**config.mk**
```make
export PLATFORM = sky130hd
export DESIGN_NAME = ncsr_top
export DESIGN_NICKNAME = d
export VERILOG_FILES = /design/src/common/ncsr_pkg.sv /design/src/common/ncsr_alu_if.sv /design/src/rtl/ncsr_alu.sv /design/src/rtl/ncsr_top.sv
export VERILOG_INCLUDE_DIRS = /design/src /design/src/common
export SDC_FILE = /design/constraint.sdc
export NUM_CORES = 1
export LEC_CHECK = 0
export ABC_AREA = 1
export BUFFER_PORTS_ARGS = -buffer_cell sky130_fd_sc_hd__buf_2
export CORE_ASPECT_RATIO = 1.2
export CORE_UTILIZATION = 50
export DETAILED_ROUTE_END_ITERATION = 10
export GPL_TIMING_DRIVEN = 0
export PLACE_DENSITY = 0.81
export SYNTH_ARGS = -nofsm -noshare
export SYNTH_HDL_FRONTEND = slang
export SYNTH_SLANG_ARGS = --single-unit
```
**constraint.sdc**
```tcl
create_clock -name core_clk -period 2.05 [get_ports core_clk]
set_input_delay 0.3075 -clock core_clk [delete_from_list [all_inputs] [get_ports core_clk]]
set_output_delay 0.3075 -clock core_clk [all_outputs]
set_load 0.01 [all_outputs]
```
**src/common/ncsr_cfg.svh**
```systemverilog
// Offsets, field positions and reset values of the compare/skip/rotate datapath.
// Assumes the includer has the default net type switched off or not; defines only.
`ifndef NCSR_CFG_SVH
`define NCSR_CFG_SVH

// ****************************************
// Register map (3-bit word addresses)
// ****************************************
`define NCSR_OFF_GREG_BASE 3'h0
`define NCSR_OFF_PSW       3'h4
`define NCSR_OFF_STAT      3'h5

// ****************************************
// Program status word fields
// ****************************************
`define NCSR_PSW_BCD_BIT   3
`define NCSR_PSW_CY_BIT    2
`define NCSR_PSW_Z_BIT     1
`define NCSR_PSW_CMP_BIT   0
`define NCSR_PSW_RST       4'h0

// ****************************************
// Status word fields
// ****************************************
`define NCSR_STAT_SKIP_BIT 0
`define NCSR_STAT_REFD_BIT 1
`define NCSR_STAT_RST      4'h0

`endif

```
**src/common/ncsr_pkg.sv**
```systemverilog
// Types shared by the compare/skip/rotate datapath and its arithmetic unit.
// Assumes nothing of its surroundings.
`default_nettype none

package ncsr_pkg;

  // ****************************************
  // Operation codes
  // ****************************************
  typedef enum logic [2:0] {
    OP_NOP,
    OP_SKIP_EQ,
    OP_SKIP_NE,
    OP_SKIP_GE,
    OP_SKIP_LT,
    OP_ROT_RIGHT,
    OP_ADD_SELF
  } ncsr_op_e;

  typedef logic [3:0] ncsr_nib_t;

endpackage

`default_nettype wire

```
**src/common/ncsr_alu_if.sv**
```systemverilog
// Carrier between the datapath top and its combinational arithmetic unit.
// Assumes both ends sit in one clock domain; no timing inside.
`timescale 1ns/100ps
`default_nettype none

interface ncsr_alu_if;
  ncsr_pkg::ncsr_op_e op;
  ncsr_pkg::ncsr_nib_t mem_nib;
  ncsr_pkg::ncsr_nib_t imm_nib;
  ncsr_pkg::ncsr_nib_t reg_nib;
  logic                carry_in;
  logic                cmp_only;
  logic                skip;
  ncsr_pkg::ncsr_nib_t res;
  logic                carry_out;
  logic                zero_out;
  logic                wr_reg;
  logic                wr_carry;
  logic                wr_zero;

  modport core (output op, mem_nib, imm_nib, reg_nib, carry_in, cmp_only,
                input  skip, res, carry_out, zero_out, wr_reg, wr_carry, wr_zero);
  modport alu  (input  op, mem_nib, imm_nib, reg_nib, carry_in, cmp_only,
                output skip, res, carry_out, zero_out, wr_reg, wr_carry, wr_zero);
endinterface

`default_nettype wire

```
**src/rtl/ncsr_alu.sv**
```systemverilog
// Combinational unit: nibble compares, right rotate and doubling add through carry.
// Assumes its operands are stable for the cycle in which the top samples the results.
`timescale 1ns/100ps
`default_nettype none

module ncsr_alu (
  ncsr_alu_if.alu bus
);

  // ****************************************
  // Compare decode
  // ****************************************
  // Plain 4-bit vectors compare unsigned, top bit counts as larger
  wire       eq_w = (bus.mem_nib == bus.imm_nib);
  wire       ge_w = (bus.mem_nib >= bus.imm_nib);
  wire [4:0] dbl_w;
  wire [3:0] ror_w;

  // Each bit takes its upper neighbour, carry enters at the top
  genvar i;
  generate
    for (i = 0; i < 3; i = i + 1) begin : g_ror
      assign ror_w[i] = bus.reg_nib[i+1];
    end
  endgenerate
  assign ror_w[3] = bus.carry_in;

  // Doubling plus carry is the left rotate; bit 4 is the old top bit
  assign dbl_w = {bus.reg_nib, 1'b0} + {4'h0, bus.carry_in};

  // ****************************************
  // Result selection
  // ****************************************
  always_comb begin
    bus.skip      = 1'b0;
    bus.res       = bus.reg_nib;
    bus.carry_out = bus.carry_in;
    bus.zero_out  = 1'b0;
    bus.wr_reg    = 1'b0;
    bus.wr_carry  = 1'b0;
    bus.wr_zero   = 1'b0;
    case (bus.op)
      ncsr_pkg::OP_SKIP_EQ: begin
        bus.skip = eq_w;
      end
      ncsr_pkg::OP_SKIP_NE: begin
        bus.skip = ~eq_w;
      end
      ncsr_pkg::OP_SKIP_GE: begin
        bus.skip = ge_w;
      end
      ncsr_pkg::OP_SKIP_LT: begin
        bus.skip = ~ge_w;
      end
      ncsr_pkg::OP_ROT_RIGHT: begin
        bus.res       = ror_w;
        bus.carry_out = bus.reg_nib[0];
        bus.wr_reg    = 1'b1;
        bus.wr_carry  = 1'b1;
      end
      ncsr_pkg::OP_ADD_SELF: begin
        bus.res       = dbl_w[3:0];
        bus.carry_out = dbl_w[4];
        bus.zero_out  = (dbl_w[3:0] == 4'h0);
        bus.wr_reg    = ~bus.cmp_only;
        bus.wr_carry  = 1'b1;
        bus.wr_zero   = 1'b1;
      end
      default: begin
        bus.skip = 1'b0;
      end
    endcase
  end

endmodule

`default_nettype wire

```
**src/rtl/ncsr_top.sv**
```systemverilog
// Nibble compare-and-skip and rotate-through-carry datapath with its register file.
// Assumes the sequencer presents one operation per cycle and acts on skip_next.
`timescale 1ns/100ps
`default_nettype none
`include "ncsr_cfg.svh"

module ncsr_top #(
  parameter int NUM_GREG = 4
) (
  input  wire logic       core_clk,
  input  wire logic       sys_rst,
  input  wire logic [2:0] reg_addr,
  input  wire logic [3:0] reg_wdata,
  input  wire logic       reg_wr,
  input  wire logic       reg_rd,
  output logic      [3:0] reg_rdata,
  input  wire logic       op_valid,
  input  wire logic [2:0] op_code,
  input  wire logic [1:0] op_reg_sel,
  input  wire logic [3:0] op_mem_nib,
  input  wire logic [3:0] op_imm_nib,
  output logic            skip_next,
  output logic      [3:0] psw_out
);

  // ****************************************
  // State
  // ****************************************
  logic [3:0] greg_q [NUM_GREG];
  logic [3:0] psw_q;
  logic [3:0] psw_d;
  logic       skip_q;
  logic       last_skip_q;
  logic       refused_q;
  logic       refused_d;
  logic [3:0] rdata_q;
  logic [3:0] rdata_d;

  ncsr_alu_if u_if ();

  // ****************************************
  // Operand routing
  // ****************************************
  // Only a register index reaches the rotate, so memory can never be its operand
  wire [3:0] sel_reg_w = greg_q[op_reg_sel];
  wire       op_act_w  = op_valid;
  wire       bus_wr_w  = reg_wr & ~op_valid;
  wire       refuse_w  = reg_wr & op_valid;

  assign u_if.op       = op_act_w ? ncsr_pkg::ncsr_op_e'(op_code) : ncsr_pkg::OP_NOP;
  assign u_if.mem_nib  = op_mem_nib;
  assign u_if.imm_nib  = op_imm_nib;
  assign u_if.reg_nib  = sel_reg_w;
  assign u_if.carry_in = psw_q[`NCSR_PSW_CY_BIT];
  assign u_if.cmp_only = psw_q[`NCSR_PSW_CMP_BIT];

  ncsr_alu u_alu (
    .bus (u_if.alu)
  );

  // ****************************************
  // General registers
  // ****************************************
  // An operation owns the cycle; a bus write beside it is dropped and flagged
  genvar g;
  generate
    for (g = 0; g < NUM_GREG; g = g + 1) begin : g_greg
      wire op_we_w  = op_act_w & u_if.wr_reg & (op_reg_sel == 2'(g));
      wire bus_we_w = bus_wr_w & (reg_addr == (`NCSR_OFF_GREG_BASE + 3'(g)));
      always_ff @(posedge core_clk) begin
        if (sys_rst) begin
          greg_q[g] <= 4'h0;
        end else if (op_we_w) begin
          greg_q[g] <= u_if.res;
        end else if (bus_we_w) begin
          greg_q[g] <= reg_wdata;
        end
      end
    end
  endgenerate

  // ****************************************
  // Program status word
  // ****************************************
  // Compares have no carry or zero strobe, so the flags hold across them
  always_comb begin
    psw_d = psw_q;
    if (op_act_w) begin
      if (u_if.wr_carry) begin
        psw_d[`NCSR_PSW_CY_BIT] = u_if.carry_out;
      end
      if (u_if.wr_zero) begin
        psw_d[`NCSR_PSW_Z_BIT] = u_if.zero_out;
      end
    end else if (bus_wr_w && reg_addr == `NCSR_OFF_PSW) begin
      psw_d = reg_wdata;
    end
  end

  always_ff @(posedge core_clk) begin
    if (sys_rst) begin
      psw_q <= `NCSR_PSW_RST;
    end else begin
      psw_q <= psw_d;
    end
  end

  // ****************************************
  // Skip request and status
  // ****************************************
  // Skip request is a one-cycle pulse in the cycle after the compare
  always_ff @(posedge core_clk) begin
    if (sys_rst) begin
      skip_q      <= 1'b0;
      last_skip_q <= 1'b0;
    end else begin
      skip_q <= op_act_w & u_if.skip;
      if (op_act_w && u_if.op inside {ncsr_pkg::OP_SKIP_EQ, ncsr_pkg::OP_SKIP_NE,
                                      ncsr_pkg::OP_SKIP_GE, ncsr_pkg::OP_SKIP_LT}) begin
        last_skip_q <= u_if.skip;
      end
    end
  end

  // Sticky refused flag; a new refusal wins over a write-one clear
  always_comb begin
    refused_d = refused_q;
    if (bus_wr_w && reg_addr == `NCSR_OFF_STAT && reg_wdata[`NCSR_STAT_REFD_BIT]) begin
      refused_d = 1'b0;
    end
    if (refuse_w) begin
      refused_d = 1'b1;
    end
  end

  always_ff @(posedge core_clk) begin
    if (sys_rst) begin
      refused_q <= 1'b0;
    end else begin
      refused_q <= refused_d;
    end
  end

  // ****************************************
  // Register read port
  // ****************************************
  // Unmapped addresses read as zero
  always_comb begin
    rdata_d = 4'h0;
    if (reg_addr < (`NCSR_OFF_GREG_BASE + 3'(NUM_GREG))) begin
      rdata_d = greg_q[2'(reg_addr - `NCSR_OFF_GREG_BASE)];
    end else if (reg_addr == `NCSR_OFF_PSW) begin
      rdata_d = psw_q;
    end else if (reg_addr == `NCSR_OFF_STAT) begin
      rdata_d[`NCSR_STAT_SKIP_BIT] = last_skip_q;
      rdata_d[`NCSR_STAT_REFD_BIT] = refused_q;
    end
  end

  always_ff @(posedge core_clk) begin
    if (sys_rst) begin
      rdata_q <= 4'h0;
    end else if (reg_rd) begin
      rdata_q <= rdata_d;
    end else begin
      rdata_q <= 4'h0;
    end
  end

  assign reg_rdata = rdata_q;
  assign skip_next = skip_q;
  assign psw_out   = psw_q;

  wire is_eq_w  = op_valid && op_code == 3'(ncsr_pkg::OP_SKIP_EQ);
  wire is_ne_w  = op_valid && op_code == 3'(ncsr_pkg::OP_SKIP_NE);
  wire is_ge_w  = op_valid && op_code == 3'(ncsr_pkg::OP_SKIP_GE);
  wire is_lt_w  = op_valid && op_code == 3'(ncsr_pkg::OP_SKIP_LT);
  wire is_ror_w = op_valid && op_code == 3'(ncsr_pkg::OP_ROT_RIGHT);
  wire is_add_w = op_valid && op_code == 3'(ncsr_pkg::OP_ADD_SELF);
  wire is_cmp_w = is_eq_w | is_ne_w | is_ge_w | is_lt_w;
endmodule

`default_nettype wire

```
== Yosys cells after proc, flatten, opt, wreduce, memory -nomap -nowiden ==
Memory sizes are Yosys's and may differ from the RTL's.
Index checks and enable logic that the tools add are counted.

* Bits in registers: 11
* RAM bits: 16
* Input port bits: 25
* Memories kept: 1

{| class="wikitable"
|+ Memory list
! memory !! words !! width !! rd ports !! clocked after Yosys merged registers in !! wr ports !! RTL line !! text
|-
| greg_q || 4 || 4 || 2 || 0 || 4 || ncsr_top.sv:29 || <nowiki>logic [3:0] greg_q [NUM_GREG];</nowiki>
|}

* $add $sub $neg: 1
* Magnitude comparators: 2
* Equality and inequality tests: 18
* Multiplexer cells: 56
* Bitwise operators: 25
* Reductions and logical operators: 15

{| class="wikitable"
|+ Operator list
! operator !! number
|-
| two-way mux 1 bit || 37
|-
| two-way mux 4 bit || 9
|-
| equality test 3 bit (second input constant) || 5
|-
| AND 1 bit || 12
|-
| equality test 3 x 2 -> 1 bit (second input constant) || 4
|-
| two-way mux 2 bit || 4
|-
| OR 1 bit || 8
|-
| case mux 4 bit (2 select lines) || 1
|-
| equality test 3 x 1 -> 1 bit (second input constant) || 2
|-
| two-way mux 3 bit || 2
|-
| adder 5 x 1 -> 5 bit || 1
|-
| NOT 1 bit || 5
|-
| equality test 2 bit (second input constant) || 2
|-
| equality test 4 bit || 1
|-
| greater-or-equal comparator 4 bit || 1
|-
| logical AND 1 bit || 4
|-
| zero test 4 bit || 1
|-
| inequality test 2 x 1 -> 1 bit (second input constant) || 2
|-
| case mux 1 bit (2 select lines) || 2
|-
| case mux 1 bit (4 select lines) || 1
|-
| AND reduction 2 bit || 2
|-
| nonzero test 2 bit || 2
|-
| nonzero test 4 bit || 1
|-
| OR reduction 2 bit || 2
|-
| other kinds (6) || 6
|}

== Logic depth before layout (Yosys ltp) ==
* Word-level depth: 10
* Mapped depth: 10
* Depth with buffers taken out: 10

== Modules after synthesis ==
A second synthesis with hierarchy kept.

* Cells, all modules: 287
* Area, all modules: 1,995.7 sq um

{| class="wikitable"
|+ By module, submodules not included
! module !! times used !! cells each !! area an instance (sq um)
|-
| ncsr_top || 1 || 224 || 1,661.6
|-
| ncsr_alu || 1 || 63 || 334.1
|}

== Worst setup path before layout ==
Ideal clock, no wire load.

* Kind: input to register
* From: input op_valid
* To: memory greg_q[0][0], enable pin
* Data arrival time: 1.050 ns
* Path slack: 0.688 ns
* Stages on the path: 6
* Buffers on the path: 1
* Cell sequence: buf_6 nor2_4 nand2_1 nor3_1 inv_1 nand3_1

{| class="wikitable"
|+ RTL lines
! what !! RTL line !! text
|-
| start: declaration || ncsr_top.sv:17 || <nowiki>input wire logic op_valid,</nowiki>
|-
| end: declaration || ncsr_top.sv:29 ||
|}

==> flow_summary.json <==
{
  "run_status": "finished, final reports clean",
  "power_per_cell_area_nw_per_um2": 538,
  "clock.fmax_ghz": 0.702,
  "wirelength_mm": 4.76,
  "ys_ff_latch": 27,
  "yosys.area.top_type": "edfxtp_1",
  "clockBufferDepth": 2,
  "maxCapViolations": 0,
  "fin_ws_ns": 0.626,
  "synthArstFlopShare_pct": 0,
  "synth_fp_nets": 313,
  "firstDrtPassIters": 4,
  "place_congestion": 0.963,
  "start_util_pct": 52.5,
  "track_usage_pct": 25.0,
  "synth-edff-count": 16,
  "worstSetupPathType": "reg2reg",
  "synth_flop_cell": "edfxtp_1",
  "grt_pass1_vias": 1739,
  "drt_iter0_drc": 118,
  "syn_area_um2": 1910,
  "slowest_delay_ns": 0.43,
  "path_cells": "nand2_1, nand2_1, nand2_1, nand2_1, nand2_1, nand3_2, nand2_1, o21ai_0",
  "grt_max_degree": 18,
  "vias": 1923,
  "fillCellCount": 350,
  "critPathSlowestCell": "edfxtp_1",
  "synthCells": 284,
  "regArea_um2": 701,
  "yosysSeqAreaShare_pct": 36.7,
  "min_path_type": "in2reg",
  "cts_hold_buf": 0,
  "drc_errors": 0,
  "startpoint_type": "flip-flop",
  "core_area_um2": 3630,
  "ir_drop_uv": 220,
  "finalClockSkew_ns": 0.0112,
  "path_common_cell": "nand2_1",
  "numPlacedInstances": 367,
  "core.rowCount": 24,
  "worstReg2RegStart": "greg_q[1][1]",
  "cts_tree": "yes",
  "overflow": 0,
  "r2r_end": "greg_q[1][1]",
  "die-area_um2": 4070,
  "synth_top_area_share_pct": 25.2,
  "cp-endpoint": "greg_q[1][1]",
  "ios": 34,
  "post-place-ws_ns": 0.409,
  "rsz0062_at_grt": "no",
  "critPathMaxFanout": 4,
  "cp-startpoint": "greg_q[1][1]",
  "p_leak_nw": 1.09,
  "num_antenna_cells": 0,
  "ctsResizeCount": 0,
  "antenna_found_initial": 0,
  "finalCriticalPeriod_ns": 1.42,
  "whs_ns": 0.283,
  "rr_worst_depth": 8,
  "ant_nets": 0,
  "cts_root_buf": "clkbuf_8",
  "end_kind": "flip-flop",
  "finalSetupViolCount": 0,
  "grt_pass1_wl_mm": 7.81,
  "syn2layout_area_growth_pct": 14.2,
  "slew_headroom_pct": 83.4,
  "die_h_um": 69.7,
  "dp_hpwl_mm": 3.81,
  "critical_path_required_ns": 2.08,
  "fin_cells": 371,
  "numPortBuffers": 31,
  "cts.clk_slew.worst_paths_ns": 0.10,
  "vias_per_cell": 5.18,
  "synth_cell_type_count": 24,
  "postLayoutCoreUtil_pct": 60.0,
  "reg2reg_slack_ns": 0.63,
  "cts_setup_buffers": 0,
  "worst_slew_pin_slew_ns": 0.246,
  "hold_viol": 0,
  "die_w_um": 58.4,
  "setup_tns_ns": 0,
  "drive_gt1_share_pct": 17.9,
  "ys.warnings.count": 0,
  "drv_slew": 0,
  "multi_input_area_um2": 1030,
  "cts_buffers": 3,
  "htreeDepth": 1,
  "ys_top_cells_by_area": "edfxtp_1, nand2_1, dfxtp_1, inv_1, nand3_1",
  "wl_per_cell_um": 12.8,
  "arrival_ns": 1.45,
  "clock-sinks": 27,
  "nets": 349,
  "insertion_delay_ns": 0.28,
  "avgSynthCellArea_um2": 6.72,
  "period_share_pct": 69.5
}
[Yosys cell counts (5+ instances only)]
| cell | n |
|---|---|
| nand2_1 | 112 |
| nand3_1 | 20 |
| nand4_1 | 6 |
| nor2_1 | 22 |
| edfxtp_1 | 16 |
| a22oi_1 | 5 |
| inv_1 | 33 |
| a21oi_1 | 9 |
| o21ai_0 | 18 |
| nor2_4 | 6 |
| dfxtp_1 | 11 |
[worst min-delay path by stage]
| stage | start | to | slack [ns] | cells after the start |
|---|---|---|---|---|
| after floorplan | refused_q | refused_q | 0.45 | 2 |
| after CTS | reg_wr | refused_q | 0.28 | 3 |
| after detailed placement | refused_q | refused_q | 0.47 | 2 |
| after global routing | sys_rst | refused_q | 0.29 | 2 |
| final | reg_wr | refused_q | 0.28 | 3 |
| after global placement | refused_q | refused_q | 0.47 | 2 |
[power by group]
| group | switching, mW | internal, mW | total [mW] |
|---|---|---|---|
| Clock | 0.181 | 0.143 | 0.324 |
| Combinational | 0.157 | 0.0790 | 0.236 |
| Sequential | 0.0131 | 0.598 | 0.611 |
[per-stage QoR]
| step | cell area [µm²] | total power, mW |
|---|---|---|
| floorplan | 1910 | 0.772 |
| global placement | 2130 | 0.852 |
| detailed placement | 2130 | 0.857 |
| CTS | 2180 | 1.17 |
| global route | 2180 | 1.23 |
| finish | 2180 | 1.17 |
[layout make-up]
class                   count  share of cell area, %
plain buffers               6                   2.12
clock buffers               3                   1.89
clock inverters             1                  0.402
inverters                  35                   6.03
multi-input cells         216                   47.3
flip-flops and latches     27                   32.1
well taps                  52                   2.99
repair buffers             31                   7.12
[sequential cells by signal, indices dropped and copies added, names as in the netlist]
| name | cells |
|---|---|
| greg_q | 16 |
| psw_out | 4 |
| reg_rdata | 4 |
| last_skip_q | 1 |
| refused_q | 1 |
| skip_next | 1 |
[worst max-delay path: cells and delay by family, from the launching register on]
family | cells | cell delay [ns]
AO/OA/AOI/OAI | 1 | 0.10
flip-flops | 1 | 0.43
AND/OR/NAND/NOR | 7 | 0.65
[cell usage in the layout, fill, tap and decap left out, drive strengths merged]
| cell type | instances |
|---|---|
| or2 | 1 |
| ha | 4 |
| a22oi | 5 |
| nor3 | 3 |
| buf | 37 |
| o22ai | 1 |
| nand4 | 6 |
| inv | 36 |
| a21o | 1 |
| nor2 | 29 |
| a31oi | 1 |
| edfxtp | 16 |
| nand3 | 24 |
| o21ai | 18 |
| nand2 | 114 |
| a21oi | 9 |
| clkbuf | 3 |
| dfxtp | 11 |
[kinds of logic (layout without fill, tap and decap cells)]
group	count (synthesis)	after routing	synth area share [%]
compound gates	35	35	10.1
flops	27	27	36.7
fa+ha+maj	4	4	2.62
buf+inv	41	76	9.31
simple gates	177	177	41.3
[routing by layer]
metal	wire length (µm)	global-route usage [%]
met1	1990	31.8
met2	2420	43.6
met3	263	2.05
met4	85	8.47
met5	0	0
No activity file was read; power rests on OpenSTA's default activity.
